`config.mk`:
```
export PLATFORM = sky130hd
export DESIGN_NAME = pit_device_flat
export DESIGN_NICKNAME = d
export VERILOG_FILES = /design/src/design/pit_pkg.sv /design/src/design/pit_link_if.sv /design/src/design/pit_device.sv /design/src/design/pit_sync3.sv /design/src/flat_wrapper.sv
export VERILOG_INCLUDE_DIRS = /design/src /design/src/design
export SDC_FILE = /design/constraint.sdc
export NUM_CORES = 1
export LEC_CHECK = 0
export ABC_AREA = 1
export BUFFER_PORTS_ARGS = -buffer_cell sky130_fd_sc_hd__buf_2
export CAP_MARGIN = 20
export CELL_PAD_IN_SITES_DETAIL_PLACEMENT = 0
export CELL_PAD_IN_SITES_GLOBAL_PLACEMENT = 1
export CORE_MARGIN = 3
export CORE_UTILIZATION = 30
export DETAILED_ROUTE_END_ITERATION = 12
export PLACE_DENSITY = 0.58
export SYNTH_ARGS = -nofsm -noshare
export SYNTH_HDL_FRONTEND = slang
export SYNTH_SLANG_ARGS = --single-unit
```
`constraint.sdc`:
```
create_clock -name clk -period 2 [get_ports clk]
set_input_delay 0.1 -clock clk [delete_from_list [all_inputs] [get_ports clk]]
set_output_delay 0.1 -clock clk [all_outputs]
set_load 0.05 [all_outputs]
```
`src/design/pit_params.svh`:
```
`ifndef PIT_PARAMS_SVH
`define PIT_PARAMS_SVH

// serial bit bus geometry
`define PIT_ADDR_W 5
`define PIT_CNT_W 14
`define PIT_NUM_IRQ 15
`define PIT_NUM_PORT 16

// bit addresses on the serial bus
`define PIT_BIT_MODE 5'h00
`define PIT_BIT_CLK_LO 5'h01
`define PIT_BIT_CLK_HI 5'h0e
`define PIT_BIT_CLK_MASK 5'h03
`define PIT_BIT_REQ 5'h0f

// timing counts
`define PIT_PRESCALE 64
`define PIT_PUC_CYCLES 2

// host register offsets and fields
`define PIT_REG_CMD 12'h000
`define PIT_REG_STATUS 12'h004
`define PIT_REG_RESET 12'h008
`define PIT_CMD_ADDR_LSB 0
`define PIT_CMD_WRITE_BIT 8
`define PIT_CMD_WDAT_BIT 16

// reset and idle level codes
`define PIT_CODE_RESET 4'h0
`define PIT_CODE_IDLE 4'hf

`endif

```
`src/design/pit_pkg.sv`:
```
package pit_pkg;

  typedef enum logic [1:0]
  {
    PIT_HOST_IDLE = 2'b01,
    PIT_HOST_RD_WAIT = 2'b10
  } pit_host_state_type;

  typedef logic [4:0] pit_bit_addr_type;
  typedef logic [3:0] pit_level_code_type;

endpackage

```
`src/design/pit_link_if.sv`:
```
`timescale 1ns/1ps
`default_nettype none

interface pit_link_if;
  logic [4:0] bus_addr;
  logic bus_wr;
  logic bus_rd;
  logic bus_wdat;
  logic rd_valid;
  logic rd_bit;
  logic irq_request_n;
  logic [3:0] irq_level_code;
  logic power_up_clear_n;

  modport dev
  (
    input bus_addr, bus_wr, bus_rd, bus_wdat, power_up_clear_n,
    output rd_valid, rd_bit, irq_request_n, irq_level_code
  );

  modport host
  (
    output bus_addr, bus_wr, bus_rd, bus_wdat, power_up_clear_n,
    input rd_valid, rd_bit, irq_request_n, irq_level_code
  );
endinterface

`default_nettype wire

```
`src/design/pit_device.sv`:
```
// Register access over APB was chosen for this implementation.
`timescale 1ns/1ps
`default_nettype none
`include "pit_params.svh"

module pit_device
  import pit_pkg::*;
#(
  parameter int unsigned CNT_W = `PIT_CNT_W,
  parameter int unsigned PRESCALE = `PIT_PRESCALE
)
(
  // clock and reset
  input wire logic clk,
  input wire logic srst,
  // link from the host
  pit_link_if.dev link,
  // interrupt pins, index 1 is highest priority
  input wire logic [`PIT_NUM_IRQ:1] irq_pin_n,
  // two-way io ports
  input wire logic [`PIT_NUM_PORT-1:0] port_in,
  output logic [`PIT_NUM_PORT-1:0] port_out,
  output logic [`PIT_NUM_PORT-1:0] port_oe_n
);

  localparam int unsigned PIN_W = `PIT_NUM_IRQ + `PIT_NUM_PORT;
  localparam int unsigned PS_W = $clog2(PRESCALE);

  logic rst;
  logic [PIN_W-1:0] pin_q;
  logic [`PIT_NUM_IRQ:1] irq_lvl_n;
  logic [`PIT_NUM_PORT-1:0] port_lvl;
  logic mode;
  logic [`PIT_NUM_IRQ:1] mask;
  logic [CNT_W-1:0] start;
  logic [CNT_W-1:0] count;
  logic [CNT_W-1:0] latch;
  logic [PS_W-1:0] presc;
  logic timer_irq;
  logic timer_en;
  logic tick;
  logic wrap;
  logic mode_wr;
  logic clk_wr;
  logic mask_wr;
  logic port_wr;
  logic soft_port_reset;
  logic [3:0] clk_idx;
  logic [CNT_W-1:0] next_start;
  logic [`PIT_NUM_IRQ:1] active;
  logic any_active;
  pit_level_code_type next_code;
  logic next_rd_bit;
  logic req_n;
  pit_level_code_type code;
  logic rd_valid_q;
  logic rd_bit_q;
  pit_bit_addr_type a;

  // the clear pin is logic on this clock, so no synchroniser
  assign rst = srst || !link.power_up_clear_n;
  assign a = link.bus_addr;

  pit_sync3
  #(
    .W(PIN_W),
    .INIT({PIN_W{1'b1}})
  )
  u_pin_sync
  (
    .clk(clk),
    .srst(srst),
    .d({port_in, irq_pin_n}),
    .q(pin_q)
  );

  assign irq_lvl_n = pin_q[`PIT_NUM_IRQ-1:0];
  assign port_lvl = pin_q[PIN_W-1:`PIT_NUM_IRQ];

  // bit write decode
  assign mode_wr = link.bus_wr && (a == `PIT_BIT_MODE);
  assign clk_wr = link.bus_wr && mode && (a >= `PIT_BIT_CLK_LO) && (a <= `PIT_BIT_CLK_HI);
  assign mask_wr = link.bus_wr && !mode && (a >= `PIT_BIT_CLK_LO) && (a <= `PIT_BIT_REQ);
  assign port_wr = link.bus_wr && a[4];
  assign soft_port_reset = link.bus_wr && mode && (a == `PIT_BIT_REQ) && link.bus_wdat;
  assign clk_idx = 4'(a - `PIT_BIT_CLK_LO);

  assign timer_en = (start != '0);
  assign tick = timer_en && (presc == PS_W'(PRESCALE - 1));
  assign wrap = tick && (count <= CNT_W'(1));

  always_comb
  begin
    next_start = start;
    next_start[clk_idx] = link.bus_wdat;
  end

  always_ff @(posedge clk)
  begin
    if (rst)
      mode <= 1'b0;
    else if (mode_wr)
      mode <= link.bus_wdat;
  end

  always_ff @(posedge clk)
  begin
    if (rst)
      latch <= '0;
    else if (mode_wr && link.bus_wdat)
      latch <= count;
  end

  always_ff @(posedge clk)
  begin
    if (rst)
      start <= '0;
    else if (clk_wr)
      start <= next_start;
  end

  // restarts also clear the prescaler, so every interval is whole
  always_ff @(posedge clk)
  begin
    if (rst)
    begin
      count <= '0;
      presc <= '0;
    end
    else if (clk_wr)
    begin
      count <= next_start;
      presc <= '0;
    end
    else if (mode_wr && !link.bus_wdat)
    begin
      count <= start;
      presc <= '0;
    end
    else if (timer_en)
    begin
      presc <= tick ? '0 : presc + PS_W'(1);
      if (wrap)
        count <= start;
      else if (tick)
        count <= count - CNT_W'(1);
    end
  end

  // a wrap in the same cycle as the clearing write keeps the flag
  always_ff @(posedge clk)
  begin
    if (rst)
      timer_irq <= 1'b0;
    else if (wrap)
      timer_irq <= 1'b1;
    else if (mask_wr && (a == `PIT_BIT_CLK_MASK))
      timer_irq <= 1'b0;
    else if (!timer_en)
      timer_irq <= 1'b0;
  end

  always_ff @(posedge clk)
  begin
    if (rst)
      mask <= '0;
    else if (mask_wr)
      mask[a[3:0]] <= link.bus_wdat;
  end

  always_ff @(posedge clk)
  begin
    if (rst)
    begin
      port_out <= '0;
      port_oe_n <= '1;
    end
    else if (soft_port_reset)
      port_oe_n <= '1;
    else if (port_wr)
    begin
      port_out[a[3:0]] <= link.bus_wdat;
      port_oe_n[a[3:0]] <= 1'b0;
    end
  end

  // priority: lowest index wins
  always_comb
  begin
    active = mask & ~irq_lvl_n;
    active[3] = timer_en ? (mask[3] && timer_irq) : (mask[3] && !irq_lvl_n[3]);
    any_active = 1'b0;
    next_code = `PIT_CODE_IDLE;
    for (int i = `PIT_NUM_IRQ; i >= 1; i--)
    begin
      if (active[i])
      begin
        any_active = 1'b1;
        next_code = 4'(i);
      end
    end
  end

  always_ff @(posedge clk)
  begin
    if (rst)
    begin
      req_n <= 1'b1;
      code <= `PIT_CODE_RESET;
    end
    else
    begin
      req_n <= !any_active;
      code <= next_code;
    end
  end

  // read mux
  always_comb
  begin
    if (a == `PIT_BIT_MODE)
      next_rd_bit = mode;
    else if (a[4])
      next_rd_bit = port_lvl[a[3:0]];
    else if (mode && (a == `PIT_BIT_REQ))
      next_rd_bit = !req_n;
    else if (mode)
      next_rd_bit = latch[clk_idx];
    else
      next_rd_bit = irq_lvl_n[a[3:0]];
  end

  always_ff @(posedge clk)
  begin
    if (rst)
    begin
      rd_valid_q <= 1'b0;
      rd_bit_q <= 1'b0;
    end
    else
    begin
      rd_valid_q <= link.bus_rd;
      if (link.bus_rd)
        rd_bit_q <= next_rd_bit;
    end
  end

  assign link.rd_valid = rd_valid_q;
  assign link.rd_bit = rd_bit_q;
  assign link.irq_request_n = req_n;
  assign link.irq_level_code = code;

endmodule

`default_nettype wire

```
`src/design/pit_sync3.sv`:
```
`timescale 1ns/1ps
`default_nettype none

module pit_sync3
#(
  parameter int unsigned W = 1,
  parameter logic [W-1:0] INIT = '1
)
(
  // clock and reset
  input wire logic clk,
  input wire logic srst,
  // pins in, filtered levels out
  input wire logic [W-1:0] d,
  output logic [W-1:0] q
);

  logic [W-1:0] s1;
  logic [W-1:0] s2;
  logic [W-1:0] s3;

  // s1 feeds only s2; a bit moves once s2 and s3 agree
  always_ff @(posedge clk)
  begin
    if (srst)
    begin
      s1 <= INIT;
      s2 <= INIT;
      s3 <= INIT;
      q <= INIT;
    end
    else
    begin
      s1 <= d;
      s2 <= s1;
      s3 <= s2;
      q <= (q & (s2 ^ s3)) | (s2 & ~(s2 ^ s3));
    end
  end

endmodule

`default_nettype wire

```
`src/flat_wrapper.sv`:
```
// flat-port wrapper written by rule: the top's interface ports become plain ports
module pit_device_flat import pit_pkg::*;
#(
  parameter int unsigned CNT_W = `PIT_CNT_W,
  parameter int unsigned PRESCALE = `PIT_PRESCALE
)
  (clk, srst, irq_pin_n, port_in, port_out, port_oe_n, link_bus_addr, link_bus_wr, link_bus_rd, link_bus_wdat, link_power_up_clear_n, link_rd_valid, link_rd_bit, link_irq_request_n, link_irq_level_code);
  pit_link_if link_i ();
  input wire logic clk;
  input wire logic srst;
  input wire logic [`PIT_NUM_IRQ:1] irq_pin_n;
  input wire logic [`PIT_NUM_PORT-1:0] port_in;
  output logic [`PIT_NUM_PORT-1:0] port_out;
  output logic [`PIT_NUM_PORT-1:0] port_oe_n;
  input wire logic [$bits(link_i.bus_addr)-1:0] link_bus_addr;
  input wire logic [$bits(link_i.bus_wr)-1:0] link_bus_wr;
  input wire logic [$bits(link_i.bus_rd)-1:0] link_bus_rd;
  input wire logic [$bits(link_i.bus_wdat)-1:0] link_bus_wdat;
  input wire logic [$bits(link_i.power_up_clear_n)-1:0] link_power_up_clear_n;
  output wire logic [$bits(link_i.rd_valid)-1:0] link_rd_valid;
  output wire logic [$bits(link_i.rd_bit)-1:0] link_rd_bit;
  output wire logic [$bits(link_i.irq_request_n)-1:0] link_irq_request_n;
  output wire logic [$bits(link_i.irq_level_code)-1:0] link_irq_level_code;
  assign link_i.bus_addr = link_bus_addr;
  assign link_i.bus_wr = link_bus_wr;
  assign link_i.bus_rd = link_bus_rd;
  assign link_i.bus_wdat = link_bus_wdat;
  assign link_i.power_up_clear_n = link_power_up_clear_n;
  assign link_rd_valid = link_i.rd_valid;
  assign link_rd_bit = link_i.rd_bit;
  assign link_irq_request_n = link_i.irq_request_n;
  assign link_irq_level_code = link_i.irq_level_code;
  pit_device #(.CNT_W(CNT_W), .PRESCALE(PRESCALE)) u_core (.clk(clk), .srst(srst), .link(link_i), .irq_pin_n(irq_pin_n), .port_in(port_in), .port_out(port_out), .port_oe_n(port_oe_n));
endmodule
```
* Yosys cells after proc, flatten, opt, wreduce, memory -nomap -nowiden *
Index checks and enable logic that the tools add are counted.

word-level totals
  register bits = 228
  input bits = 42
  output and inout bits = 39

cells by class
  add/subtract/negate cells = 3
  magnitude comparators = 8
  equal/unequal tests = 4
  muxes and demuxes = 56
  bitwise logic cells = 10
  reductions and logical operators = 38

operators by type and width
  cell                   number
  $mux 14                5
  $and 31x31->31         2
  $not 31->31            1
  $or 31x31->31          1
  $xor 31x31->31         1
  $mux 1                 30
  $mux 3                 8
  $logic_and 1x1->1      20
  $and 16x16->16         1
  $bwmux 16              1
  $not 16->16            1
  $and 15x15->15         1
  $bwmux 15              1
  $not 15->15            1
  $bwmux 14              1
  $le 14x1->1 const B    1
  $reduce_bool 14->1     1
  $sub 14x1->14 const B  1
  $bmux 1 s4             3
  $le 5x4->1 const B     2
  $lt 4x5->1 const B     2
  $demux 1 s4            2
  $ge 4x1->1 const B     2
  $mux 2                 4
  19 further kinds       26

* Depth between registers and ports, before layout *
  depth in word-level cells = 18
  mapped depth = 17
  gate-level depth less buffers = 15

* Hierarchy *
From an unflattened synthesis, not the netlist that was laid out.

unflattened totals
  cell total of the unflattened synthesis = 1268
  area, all modules = 9350.2 um^2

by module, submodules not included
  module      instances  cells an instance  area an instance (um^2)
  pit_device  1          818                5440.2
  pit_sync3   1          450                3910.0

* Worst setup path before layout *
OpenSTA, ideal clock, no wires.

  path type = input-to-reg
  from = in link_bus_addr[1]
  to = reg u_core.count[9]
  data arrival time = 1.867 ns
  required time = 1.878 ns
  path slack = 0.012 ns
  cell stages on the path = 12
  cells stage by stage = buf_2 clkinv_1 ha_1 inv_2 nor2_4 nor3_4 nor3_4 nor2_4 nand2_4 buf_6 o21ai_0 a21oi_1

on the way
  longest elaborated chain between the ends = 7
  elaborated cells between the ends (all ways) = 19
  classes of those cells = add/sub (1); order compare (4); mux (5); reduce/logical (9)

RTL lines
  item                                                            RTL line            text
  start, declared                                                 flat_wrapper.sv:15  input wire logic [$bits(link_i.bus_addr)-1:0] link_bus_addr;
  $sub 4x1->4 (no source line)                                    --
  $lt 4x5->1 (not written as such) or $ge 4x1->1 (tied branches)  pit_device.sv:95    next_start[clk_idx] = link.bus_wdat;
  $logic_and 1x1->1 (not written as such)                         pit_device.sv:95
  $mux 1 (not written as such)                                    pit_device.sv:95
  $demux 1 s4                                                     --
  $bwmux 14                                                       pit_device.sv:95
  $mux 14                                                         pit_device.sv:130   else if (clk_wr)
  end signal, assigned                                            pit_device.sv:132   count <= next_start;
  end signal, assigned                                            pit_device.sv:137   count <= start;
  end signal, assigned                                            pit_device.sv:144   count <= start;
  end, declared                                                   pit_device.sv:36    logic [CNT_W-1:0] count;

Parallel ways exist; a longest one is shown, timed or not.
A chain may end at the register's enable or synchronous reset.

* Worst setup path after layout *
  from = reg u_core.count[8]
  to = reg u_core.count[5]

on the way
  longest elaborated chain between the ends = 6
  elaborated cells between the ends (all ways) = 8
  classes of those cells = order compare (1); mux (4); reduce/logical (3)

RTL lines
  item                 RTL line           text
  $le 14x1->1 *        pit_device.sv:90   assign wrap = tick && (count <= CNT_W'(1));
  $logic_and 1x1->1 *  pit_device.sv:90
  $mux 14              pit_device.sv:143  if (wrap)
  $mux 14              pit_device.sv:140  else if (timer_en)
  $mux 14              pit_device.sv:135  else if (mode_wr && !link.bus_wdat)
  $mux 14              pit_device.sv:130

Every way passes the cells marked *; elsewhere a longest branch is shown, timed or not. The select of a mux whose other input is x is not followed.

==> results_dict.tcl <==
set metrics [dict create \
    grt_usage_pct 14.8 \
    finalWorstSetupSlack_ns 0.146 \
    p_leak_nw 4.85 \
    drt_wl_total_um 24400 \
    num_rows 63 \
    dp_cells 1634 \
    synth.area.top_cells "dfxtp_1 50%, nand2_1 8.9%, nor2_1 5.6%" \
    seqPwrFrac_pct 47.4 \
    route.vias.total 7553 \
    port_buffers 80 \
    antenna_cells 0 \
    worstMarginPinSlew_ns 0.884 \
    peakVddDrop_mv 0.545 \
    met1Wirelength_um 11700 \
    hold_ws_ns 0.0713 \
    placed_cell_area_um2 10100 \
    h-tree-depth 1 \
    highest_layer "met4" \
    final_antenna_net_count 0 \
    clockBufferDepth 3 \
    insertion_delay_ns 0.54 \
    ys_ff_latch 228 \
    multi_input_area_um2 3870 \
    wl_met3_um 675 \
    crit_type "flip-flop to flip-flop" \
    postLayoutCellArea_um2 11300 \
    mostFrequentLayoutCells "228 x dfxtp_1, 215 x nand2_1, 135 x nor2_1" \
    setup_tns_ns 0 \
    cp_cell_sequence "nor2_2, inv_1, or2_1, nor3_2, nand3_2, buf_4, nand3_1, nand3_1, nor2_1, nor2_1" \
    min_period_ns 1.85 \
    hold_class "primary input to flip-flop" \
    worstPathRequired_ns 2.43 \
    grt_max_degree 110 \
    grt_first_pass_wirelength_um 39600 \
    synth_fp_nets 1218 \
    drc_errors 0 \
    sw_frac_of_total_pct 23.5 \
    cts.reportedPaths.clkPinSlew_ns 0.06 \
    netlist_area_um2 9120 \
    final_common_cell "dfxtp_1" \
    wire_per_inst_um 14.2 \
    finalSetupViolCount 0 \
    cts_tree "built" \
    area.growth.synth_to_final_pct 24.4 \
    power_density_nw_per_um2 867 \
    core_um2 29800 \
    root_buffer "clkbuf_16" \
    synthFlopType "dfxtp_1" \
    first_global_vias 7483 \
    skew_ns 0.00916 \
    yosys.cell_types.count 41 \
    die_y_um 180 \
    synthDominantCellAreaShare_pct 50.1 \
    cts_num_sinks 228 \
    end_kind "flip-flop" \
    synthArstFlopShare_pct 0 \
    wl_met2_um 11600 \
    hpwl_um 17400 \
    via_per_inst 4.40 \
    synth_edf_count 0 \
    syn_avg_cell_area_um2 7.81 \
    design.die.area_um2 32500 \
    cts_buffers 27 \
    report.final.slew_viol_count 0 \
    place_ws_ns 0.0219 \
    status "complete, no violations" \
    slowest_delay_ns 0.38 \
    dr.pass1.iters 5 \
    utilization_pct 38.1 \
    max_freq_mhz 540 \
    ios 81 \
    gp_routability_congestion 0.833 \
    layout_worst_path_cycle_share_pct 92.7 \
    rsz0062_at_grt "true" \
    yosysSeqAreaShare_pct 50.1 \
    setup.worst_path.start_class "flip-flop" \
    crit_arrival_ns 2.28 \
    synth_largest_area_cell "dfxtp_1" \
    clkPwrFrac_pct 46.4 \
    cell_internal_pwr_mw 7.51 \
    switchingPower_mw 2.31 \
    start_util_pct 30.6 \
    final_hold_viol_count 0 \
    die_width_um 180 \
    fin_cells 1717 \
    synthCells 1167 \
    cap_violations 0 \
    antenna_found_initial 0 \
    yosysWarnings 0 \
    finalPower_mw 9.83 \
    seqCellArea_um2 4560 \
    fillers 3161 \
    grt_remaining_overflow 0 \
    nNetsFinal 1360 \
    final_layout_size_suffix_gt1_share_pct 20.0 \
    comb_power_share_pct 6.2 \
    drt_iter0_markers 306 \
    critPathMaxFanout 6 \
    slowest_stage "dfxtp_1" \
    maxSlewHeadroom_pct 41.1 \
]
-- final cells by class --
cell class,instances,area share (%)
Inverter,136,4.50
Multi-Input combinational cell,760,34.1
Clock inverter,7,0.497
Clock buffer,40,6.74
Sequential cell,228,40.3
Tap cell,390,4.30
Timing Repair Buffer,156,9.56
-- critical path, delay by kind of cell, from the launching register on --
family,cells,cell delay [ns]
buffers and inverters,2,0.27
flip-flops,1,0.38
AND/OR/NAND/NOR,8,1.09
-- repair_timing --
item,CTS,global route
setup endpoints to repair,0,14
gates resized for setup,0,6
hold buffers,35,0
endpoints found under the hold margin,55,0
buffers inserted,0,1
-- path summary, 6_finish.rpt --
check / startpoint / cells past startpoint / slack, ns / endpoint
hold reg to reg: u_core.u_pin_sync.s1[8] / 1 / 0.40 / u_core.u_pin_sync.s2[8]
setup / recovery: u_core.count[8] / 10 / 0.15 / u_core.count[5]
hold / removal: link_bus_addr[4] / 4 / 0.07 / u_core.port_oe_n[15]
setup reg to reg: u_core.count[8] / 10 / 0.15 / u_core.count[5]
-- synthesized netlist by cell type, types with 3 or more instances --
cell	instances
nand3_2	4
or2_2	80
dfxtp_1	228
o211ai_1	5
nand2_1	216
nor2_1	137
clkinv_1	3
maj3_1	30
buf_1	3
o22ai_1	4
nor3_1	12
a21oi_1	77
xnor2_1	3
xor2_1	7
inv_1	127
inv_2	6
buf_2	6
nand4_1	5
nand3_1	66
o21ai_0	70
ha_1	9
o21ai_1	12
clkbuf_1	31
-- logic make-up (layout without fill, tap and decap cells) --
family | Yosys count | after routing | share of synthesized area [%]
and+or+nand+nor | 535 | 535 | 26.7
DFF | 228 | 228 | 50.1
buffers and inverters | 179 | 339 | 7.66
AOI/OAI and AO/OA | 176 | 176 | 10.1
adders and majority gates | 39 | 39 | 4.53
xor gates and xnor gates | 10 | 10 | 0.961
-- layer usage --
metal / vias up / track usage, %
met5: - / 0
met3: 28 / 2.18
li1: 3979 / -
met4: 0 / 3.32
met2: 100 / 25.6
met1: 3446 / 19.7
-- power groups by stage --
| stage | clock, mW | combinational [mW] | sequential (mW) |
|---|---|---|---|
| after floorplan | 0 | 0.308 | 4.78 |
| after global placement | 0 | 0.561 | 4.76 |
| after detailed placement | 0 | 0.560 | 4.76 |
| after CTS | 4.73 | 0.613 | 4.66 |
| after global routing | 4.92 | 0.675 | 4.67 |
| final | 4.56 | 0.605 | 4.66 |
Note: power is estimated with default switching activity, not from simulation.
